--- src/hw/smc_pkg.sv ---
// Constants and field positions for the switch MAC control block.
// Assumes one 125 MHz clock and a byte-wide plain register port.
//
// Contract
// - Alternate back-off bit 7 acts only on half-duplex ports, never full-duplex.
// - Length check bit 3: type/length below 1500 and mismatching length discards.
// - Drop mode one: drop frame with pause type or pause address.
// - Drop mode zero: drop frame only with pause type and pause address.
// - Aggressive back-off bit 0 shortens half-duplex back-off; clear disables it.
// - No-excessive-collision-drop keeps frames at 16+ collisions; otherwise drop them.
package smc_pkg;
	// ****************************************************************
	// Register map.
	// ****************************************************************
	localparam int ADDR_W = 16;
	localparam int DATA_W = 8;
	localparam logic [15:0] OFS_CTL0 = 16'h0330;
	localparam logic [15:0] OFS_COLL = 16'h0331;
	localparam logic [15:0] OFS_STAT = 16'h0334;
	localparam logic [7:0] CTL0_RST = 8'h04;
	localparam logic [7:0] COLL_RST = 8'h00;
	localparam int CTL_ALT_BO = 7;
	localparam int CTL_LEN_CHK = 3;
	localparam int CTL_FC_MODE = 1;
	localparam int CTL_AGGR_BO = 0;
	localparam int COLL_NO_DROP = 3;
	localparam int STAT_PAUSE = 0;
	localparam int STAT_LEN = 1;
	localparam int STAT_EXCESS = 2;

	// ****************************************************************
	// Frame and back-off constants.
	// ****************************************************************
	localparam logic [15:0] PAUSE_TYPE = 16'h8808;
	localparam logic [47:0] PAUSE_DA = 48'h0180_c200_0001;
	localparam logic [15:0] LEN_LIMIT = 16'h05dc;
	localparam logic [4:0] EXCESS_COLL = 5'h10;
	localparam logic [3:0] STD_KMAX = 4'ha;
	localparam logic [3:0] ALT_KMAX = 4'h8;
	localparam logic [3:0] AGGR_KMAX = 4'h4;
	localparam logic [15:0] LFSR_SEED = 16'hace1;
endpackage : smc_pkg

--- src/hw/smc_bo_if.sv ---
// Carrier between the control block and its back-off slot calculator.
// Assumes both ends share mclk; no crossing happens here.
`timescale 1ns/1ns
interface smc_bo_if;
	logic coll;
	logic [4:0] coll_cnt;
	logic alt;
	logic aggr;
	logic vld;
	logic [9:0] slots;
	modport ctl (output coll, output coll_cnt, output alt, output aggr, input vld, input slots);
	modport calc (input coll, input coll_cnt, input alt, input aggr, output vld, output slots);
endinterface : smc_bo_if

--- src/hw/smc_backoff.sv ---
// Back-off slot calculator: truncated binary exponential back-off with a cap per mode.
// Assumes collision requests arrive only from half-duplex ports.
`timescale 1ns/1ns
module smc_backoff (
	input wire logic mclk,
	input wire logic rst_b,
	input wire logic ce,
	smc_bo_if.calc bo
);
	import smc_pkg::*;

	typedef struct packed {
		logic [15:0] lfsr;
		logic [9:0] slots;
		logic vld;
	} smc_bo_s;

	smc_bo_s s_q;
	smc_bo_s s_d;
	logic [3:0] kmax;
	logic [3:0] k;
	logic [9:0] mask;

	// ****************************************************************
	// Slot selection.
	// ****************************************************************

	// Aggressive mode wins over alternate because it gives the shorter cap.
	always_comb begin
		s_d = s_q;
		kmax = bo.aggr ? AGGR_KMAX : (bo.alt ? ALT_KMAX : STD_KMAX);
		k = (bo.coll_cnt > {1'b0, kmax}) ? kmax : bo.coll_cnt[3:0];
		mask = 10'((11'h001 << k) - 11'h001);
		s_d.lfsr = {s_q.lfsr[14:0], s_q.lfsr[15] ^ s_q.lfsr[13] ^ s_q.lfsr[12] ^ s_q.lfsr[10]};
		s_d.vld = bo.coll;
		if (bo.coll) begin
			s_d.slots = s_q.lfsr[9:0] & mask;
		end
	end

	// Free-running LFSR keeps successive draws decorrelated.
	always_ff @(posedge mclk) begin
		if (!rst_b) begin
			s_q <= '0;
			s_q.lfsr <= LFSR_SEED;
		end else if (ce) begin
			s_q <= s_d;
		end
	end

	assign bo.vld = s_q.vld;
	assign bo.slots = s_q.slots;
endmodule : smc_backoff

--- src/hw/smc_top.sv ---
// Switch MAC control register with ingress pause and length filtering and
// half-duplex back-off control.
// Assumes all inputs come from logic on mclk and frame fields are stable while frm_vld is high.
`timescale 1ns/1ns
module smc_top (
	input wire logic mclk,
	input wire logic rst_b,
	input wire logic ce,
	input wire logic [smc_pkg::ADDR_W-1:0] reg_addr,
	input wire logic [smc_pkg::DATA_W-1:0] reg_wdata,
	input wire logic reg_wr,
	input wire logic reg_rd,
	output logic [smc_pkg::DATA_W-1:0] reg_rdata,
	input wire logic half_duplex,
	input wire logic frm_vld,
	input wire logic [47:0] frm_da,
	input wire logic [15:0] frm_type,
	input wire logic [15:0] frm_len,
	output logic frm_done,
	output logic frm_drop,
	input wire logic tx_coll,
	input wire logic [4:0] tx_coll_cnt,
	output logic coll_drop,
	output logic coll_keep,
	output logic alt_bo_act,
	output logic aggr_bo_act,
	output logic bo_vld,
	output logic [9:0] bo_slots
);
	import smc_pkg::*;

	typedef struct packed {
		logic [7:0] ctl;
		logic [7:0] coll;
		logic [2:0] stat;
		logic [7:0] rdata;
		logic done;
		logic drop;
		logic cdrop;
		logic ckeep;
		logic alt_act;
		logic aggr_act;
	} smc_state_s;

	smc_state_s s_q;
	smc_state_s s_d;
	logic type_hit;
	logic da_hit;
	logic pause_drop;
	logic len_bad;
	logic excess;
	logic no_drop;

	smc_bo_if bo ();

	// ****************************************************************
	// Decode helpers.
	// ****************************************************************

	// Pause-frame drop decision; mode one is an OR, mode zero an AND.
	function automatic logic fn_pause_drop(input logic mode, input logic t, input logic d);
		fn_pause_drop = mode ? (t | d) : (t & d);
	endfunction : fn_pause_drop

	// Read mux; unmapped addresses return zero.
	function automatic logic [7:0] fn_read(input logic [15:0] a, input smc_state_s s);
		case (a)
			OFS_CTL0: fn_read = s.ctl;
			OFS_COLL: fn_read = s.coll;
			OFS_STAT: fn_read = {5'h00, s.stat};
			default: fn_read = 8'h00;
		endcase
	endfunction : fn_read

	// ****************************************************************
	// Next state.
	// ****************************************************************

	// Frame filtering, collision policy and register access in one pass.
	always_comb begin
		s_d = s_q;
		type_hit = (frm_type == PAUSE_TYPE);
		da_hit = (frm_da == PAUSE_DA);
		pause_drop = fn_pause_drop(s_q.ctl[CTL_FC_MODE], type_hit, da_hit);
		// The check only applies to true length fields, so typed frames pass untouched.
		len_bad = s_q.ctl[CTL_LEN_CHK] && (frm_type < LEN_LIMIT) && (frm_len != frm_type);
		s_d.done = frm_vld;
		s_d.drop = frm_vld && (pause_drop || len_bad);
		if (frm_vld) begin
			s_d.stat[STAT_PAUSE] = pause_drop;
			s_d.stat[STAT_LEN] = len_bad;
		end
		no_drop = s_q.coll[COLL_NO_DROP];
		excess = tx_coll && (tx_coll_cnt >= EXCESS_COLL);
		s_d.cdrop = excess && !no_drop;
		s_d.ckeep = excess && no_drop;
		if (tx_coll) begin
			s_d.stat[STAT_EXCESS] = excess && !no_drop;
		end
		// Back-off modes never reach a full-duplex port.
		s_d.alt_act = s_q.ctl[CTL_ALT_BO] && half_duplex;
		s_d.aggr_act = s_q.ctl[CTL_AGGR_BO] && half_duplex;
		// Reserved bits store what is written; keeping them at default is up to software.
		if (reg_wr) begin
			case (reg_addr)
				OFS_CTL0: s_d.ctl = reg_wdata;
				OFS_COLL: s_d.coll = reg_wdata;
				default: s_d.ctl = s_q.ctl;
			endcase
		end
		s_d.rdata = reg_rd ? fn_read(reg_addr, s_q) : 8'h00;
	end

	// ****************************************************************
	// State register.
	// ****************************************************************

	// Clock enable low freezes everything, including the read data.
	always_ff @(posedge mclk) begin
		if (!rst_b) begin
			s_q <= '0;
			s_q.ctl <= CTL0_RST;
			s_q.coll <= COLL_RST;
		end else if (ce) begin
			s_q <= s_d;
		end
	end

	// ****************************************************************
	// Back-off calculator.
	// ****************************************************************

	// Only half-duplex collisions request a back-off draw.
	assign bo.coll = tx_coll && half_duplex;
	assign bo.coll_cnt = tx_coll_cnt;
	assign bo.alt = s_q.ctl[CTL_ALT_BO];
	assign bo.aggr = s_q.ctl[CTL_AGGR_BO];

	smc_backoff u_bo (
		.mclk(mclk),
		.rst_b(rst_b),
		.ce(ce),
		.bo(bo)
	);

	assign reg_rdata = s_q.rdata;
	assign frm_done = s_q.done;
	assign frm_drop = s_q.drop;
	assign coll_drop = s_q.cdrop;
	assign coll_keep = s_q.ckeep;
	assign alt_bo_act = s_q.alt_act;
	assign aggr_bo_act = s_q.aggr_act;
	assign bo_vld = bo.vld;
	assign bo_slots = bo.slots;
endmodule : smc_top

--- config.mk ---
export PLATFORM = sky130hd
export DESIGN_NAME = smc_top
export DESIGN_NICKNAME = d
export VERILOG_FILES = /design/src/hw/smc_pkg.sv /design/src/hw/smc_bo_if.sv /design/src/hw/smc_backoff.sv /design/src/hw/smc_top.sv
export SDC_FILE = /design/constraint.sdc
export NUM_CORES = 1
export LEC_CHECK = 0
export BUFFER_PORTS_ARGS = -buffer_cell sky130_fd_sc_hd__buf_2
export CAP_MARGIN = 20
export CORE_ASPECT_RATIO = 1.1
export CORE_MARGIN = 2
export CORE_UTILIZATION = 52
export DETAILED_ROUTE_END_ITERATION = 12
export GPL_ROUTABILITY_DRIVEN = 1
export HOLD_SLACK_MARGIN = 0.08
export PLACE_DENSITY = 0.84
export SYNTH_ARGS = -nofsm -noshare
export SYNTH_HDL_FRONTEND = slang
export SYNTH_SLANG_ARGS = --single-unit
--- constraint.sdc ---
create_clock -name mclk -period 4.9 [get_ports mclk]
set_input_delay 0 -clock mclk [delete_from_list [all_inputs] [get_ports mclk]]
set_output_delay 0 -clock mclk [all_outputs]
set_load 0.005 [all_outputs]
After elaboration in Yosys (flattened, before gate mapping)
Index checks and enable logic that the tools add are counted.
{"block": "classes", "n_mux": 6, "multipliers": 0, "bitwise": 6, "addsub": 1, "div": 0, "shift": 1, "n_reduce_logical": 16, "eq_ne": 6, "n_lt_le_gt_ge": 3}
{"operator": "== test 16 x 10 -> 1 bit (second input constant)", "n": 3}
{"operator": "== test 48 x 41 -> 1 bit (second input constant)", "n": 1}
{"operator": "case mux 8 bit (3 select lines)", "n": 1}
{"operator": "== test 16 bit (second input constant)", "n": 1}
{"operator": "< comparator 16 x 11 -> 1 bit (second input constant)", "n": 1}
{"operator": "inequality test 16 bit", "n": 1}
{"operator": "bitwise AND 10 bit", "n": 1}
{"operator": "left shift 1 x 4 -> 10 bit (first input constant)", "n": 1}
{"operator": "subtractor 10 x 1 -> 10 bit (second input constant)", "n": 1}
{"operator": "logical AND 1 bit", "n": 9}
{"operator": "two-way mux 4 bit", "n": 2}
{"operator": "two-way mux 8 bit", "n": 1}
{"operator": "AND reduction 2 bit", "n": 3}
{"operator": "AND reduction 3 bit", "n": 2}
{"operator": ">= comparator 5 bit (second input constant)", "n": 1}
{"operator": "> comparator 5 x 4 -> 1 bit", "n": 1}
{"operator": "XOR 1 bit", "n": 3}
{"operator": "two-way mux 2 bit", "n": 1}
{"operator": "bitwise AND 1 bit", "n": 1}
{"operator": "logical NOT 1 bit", "n": 1}
{"operator": "logical OR 1 bit", "n": 1}
{"operator": "two-way mux 1 bit", "n": 1}
{"operator": "bitwise OR 1 bit", "n": 1}
{"block": "totals", "n_memories": 0, "ramBits": 0, "elab_cells": 53, "latchBits": 0, "register_bits": 60, "in_bits": 117, "output_inout_bits": 25, "mem_bits_ro": 0}

Longest topological paths before layout
{"block": "depth", "ltp_word": 7, "depth_mapped": 13, "mapped_depth_nobuf": 12}

Cells and area by module
From an unflattened synthesis, not the netlist that was laid out.
{"block": "unflattened", "hier_cells": 381, "area_unflattened_um2": 3348.2}
{"mod": "smc_top", "area_per_inst_um2": 1851.8, "cells_per_inst": 210, "n_inst": 1, "seq_area_each_um2": 660.6}
{"mod": "smc_backoff", "area_per_inst_um2": 1496.4, "cells_per_inst": 171, "n_inst": 1, "seq_area_each_um2": 540.5}

Worst setup path before layout
No wires, ideal clock.
{"block": "synth_timing", "path_kind": "register -> register", "start": "reg s_q (netlist bit bo.aggr)", "end": "reg u_bo.s_q (netlist bit u_bo.bo.slots[8])", "path_slack_ps": 2454, "path_stages_with_launch": 12, "period_less_slack_ps": 2446, "setup_ps": 127, "arrival_time_ps": 2319, "path_buffers": 0, "t_required_ps": 4773, "cell_sequence": "dfxtp_1 > inv_1 > ha_1 > and4bb_1 > nand2_2 > a211oi_4 > nand4_1 > ha_1 > inv_1 > a21o_4 > a2111oi_1 > or3_1"}
{"block": "synth_between", "elab_chain_cells": 6}
{"item": "from (decl)", "line": "smc_top.sv:45", "text": "smc_state_s s_q;"}
{"item": "two-way mux 4 bit *", "line": "smc_backoff.sv:31", "text": "kmax = bo.aggr ? AGGR_KMAX : (bo.alt ? ALT_KMAX : STD_KMAX);"}
{"item": "> comparator 5 x 4 -> 1 bit", "line": "smc_backoff.sv:32", "text": "k = (bo.coll_cnt > {1'b0, kmax}) ? kmax : bo.coll_cnt[3:0];"}
{"item": "two-way mux 4 bit *", "line": "smc_backoff.sv:32"}
{"item": "left shift 1 x 4 -> 10 bit *", "line": "smc_backoff.sv:33", "text": "mask = 10'((11'h001 << k) - 11'h001);"}
{"item": "subtractor 10 x 1 -> 10 bit *", "line": "smc_backoff.sv:33"}
{"item": "bitwise AND 10 bit *", "line": "smc_backoff.sv:37", "text": "s_d.slots = s_q.lfsr[9:0] & mask;"}
{"item": "to (decl)", "line": "smc_backoff.sv:18", "text": "smc_bo_s s_q;"}
Mark *: on every way between the ends. The rest lies on a longest branch, timed or not.
A chain may end at the register's enable or synchronous reset.

Final worst setup path
Same ends and word-level chain as after synthesis.

==> results.json <==
{
  "grt_use_met1_pct": 30.4,
  "syn_area_um2": 3340,
  "dpl_cell_area_um2": 3940,
  "mostFrequentLayoutCells": "buf_2, dfxtp_1, nand2_1, mux2i_1, nor2b_1",
  "synth_nets": 490,
  "cts_tree": "yes",
  "clock_latency_ps": 330,
  "crit_type": "reg2reg",
  "synthTopCellsByArea": "dfxtp_1, mux2i_1, nor2b_1",
  "start_util_pct": 54.0,
  "vias": 3126,
  "clk_pin_slew_ps": 60,
  "grt_pass1_wl_um": 14200,
  "cp_num_buf_inv": 1,
  "cts_made_buffers": 9,
  "hp-class": "in2reg",
  "synthFlopType": "dfxtp_1",
  "grt_pass1_vias": 3120,
  "p_per_area_nw_per_um2": 261,
  "peakVddDrop_mv": 0.293,
  "layout_commonest_cell": "buf_2",
  "dr.first_iter.drc_count": 130,
  "finalSetupViolCount": 0,
  "maxCapViolations": 0,
  "tightestPinTransition_ps": 886,
  "area_growth_pct": 28.0,
  "skew_ps": 7.39,
  "cts.sink_count": 60,
  "grt_overflow": 0,
  "required_ps": 5100,
  "slowest_delay_ps": 460,
  "viasPerCell": 5.34,
  "synth-async-reset-ratio_pct": 0,
  "cp-end-kind": "flop",
  "cts_root_buf": "clkbuf_8",
  "die_w_um": 80.4,
  "leakagePower_nw": 1.91,
  "yosysTopAreaCellShare_pct": 35.9,
  "ys_seq_elements": 60,
  "grt_usage_pct": 25.6,
  "drive_gt1_share_pct": 33.1,
  "ys_warn_count": 0,
  "row_count": 30,
  "drv_slew": 0,
  "grt_busiest_layer": "met2",
  "crit_slowest_cell": "dfxtp_1",
  "coreArea_um2": 6190,
  "ys_seq_area_share_pct": 35.9,
  "cp_common_cell": "ha_1",
  "fmax_ghz": 0.366,
  "use_met2_pct": 45.8,
  "first_pass_iters": 4,
  "period_needed_ps": 2730,
  "design_area_um2": 4280,
  "finalSetupTns_ps": 0,
  "wl_per_cell_um": 15.1,
  "die_area_um2": 7080,
  "syn_area_per_cell_um2": 9.06,
  "drc": 0,
  "relSlewSlack_pct": 40.9,
  "synth-edff-count": 0,
  "synth_cells": 369,
  "h-tree-depth": 3,
  "ant_nets": 0,
  "place_congestion": 0.925,
  "pin_count": 142,
  "fin_nets": 621,
  "gr-usage-met3_pct": 6.08,
  "synth_cell_types": 56,
  "grt_max_degree": 65,
  "fin_crit_sh_pct": 55.7,
  "finalHoldViolations": 0,
  "crit_arrival_ps": 2930,
  "synth_top_area_cell": "dfxtp_1",
  "cts_resized": 0,
  "whs_ps": 156,
  "cts_setup_buffers": 0,
  "io_buffers": 141,
  "clock_path_buffers": 2,
  "rsz0062_at_grt": "false",
  "n_antenna_cell": 0,
  "outcome": "finished clean",
  "path_cells": "ha_1 > a211oi_2 > nand2_1 > a211oi_4 > nand4_1 > ha_1 > inv_1 > a21o_4 > a2111oi_1 > or3_1",
  "startpoint_type": "flop",
  "antenna_found_initial": 0,
  "crit_family": "compound AO/OA/AOI/OAI gates",
  "dieHeight_um": 88.1,
  "drt_wl_total_um": 8830,
  "dp_hpwl_um": 6740,
  "path_max_fanout": 7
}
## cell families after synthesis
family,Yosys count,synth area share (%)
xor+xnor,22,5.77
compound gates,58,13.2
flops,60,35.9
fa+ha+maj,5,1.80
simple gates,150,26.3
mux,34,10.2
buf+inv,40,6.78
## cell type report
cell class	count	area, um^2
Inverter	6	22.5
Clock buffer	12	155
Multi-Input combinational cell	269	1910
Fill cell	517	1920
Clock inverter	4	47.5
Timing Repair Buffer	154	836
Tap cell	80	100
Sequential cell	60	1200
## state kept, by name, indices dropped and copies added (netlist names), 8 cells and up
register,flops
s_q,16
u_bo.s_d,15
reg_rdata,8
u_bo.bo.slots,10
## through the flow
step	instances	utilization [%]	total power, mW	worst slack, ps
3_3_place_gp	556	63.7	0.668	2220
2_1_floorplan	369	-	0.598	2450
4_1_cts	585	69.1	1.12	2190
5_1_grt	585	69.1	1.16	1940
6_report	585	69.1	1.11	2170
3_5_place_dp	556	63.7	0.672	2210
## Yosys cell counts, drive strengths merged (2+ instances only)
library cell and number:
a21o 2, o21ai 5, nor4 9, o2111ai 2, and3 3, a21oi 11, a211o 3, nand4 14
nand3 14, a31oi 2, xor2 2, nor4b 8, inv 6, nor2b 31, xnor2 20, a22oi 6
o2bb2ai 5, mux2i 34, nand3b 2, clkbuf 12, ha 4, dfxtp 60, a211oi 2, nor3b 2
nor3 4, nor2 13, a21boi 13, buf 22, nand2 36, and2 7, and4b 2
## worst register-to-register path, stage by stage, from the launching register on
cell and delay [ps]:
dfxtp_1 460, ha_1 320, a211oi_2 240, nand2_1 220, a211oi_4 400, nand4_1 150
ha_1 230, inv_1 100, a21o_4 110, a2111oi_1 40, or3_1 350
## metal layers
layer,vias to the layer above,wire length (um)
li1,1568,-
met1,1436,3720
met2,104,4420
met3,18,541
met4,0,144
met5,-,0
## timing repair
item | 4_1_cts | 5_1_grt
setup endpoints to repair | 0 | 0
hold buffers | 13 | 0
endpoints found under the hold margin | 24 | 0
## final timing paths
path	end	cells past startpoint	slack [ps]	start
worst max-delay path	u_bo.bo.slots[8]	10	2170	bo.aggr
worst min-delay path	u_bo.bo.slots[6]	4	160	tx_coll_cnt[1]
worst max register to register	u_bo.bo.slots[8]	10	2170	bo.aggr
worst min register to register	u_bo.bo.slots[9]	2	450	u_bo.bo.slots[9]
## power breakdown
group          switching (mW)  leakage, nW  internal [mW]
Clock                   0.183        0.102          0.261
Sequential            0.00980        0.488          0.501
Combinational          0.0771         1.32         0.0832
Power figures use the tool's default switching activity.
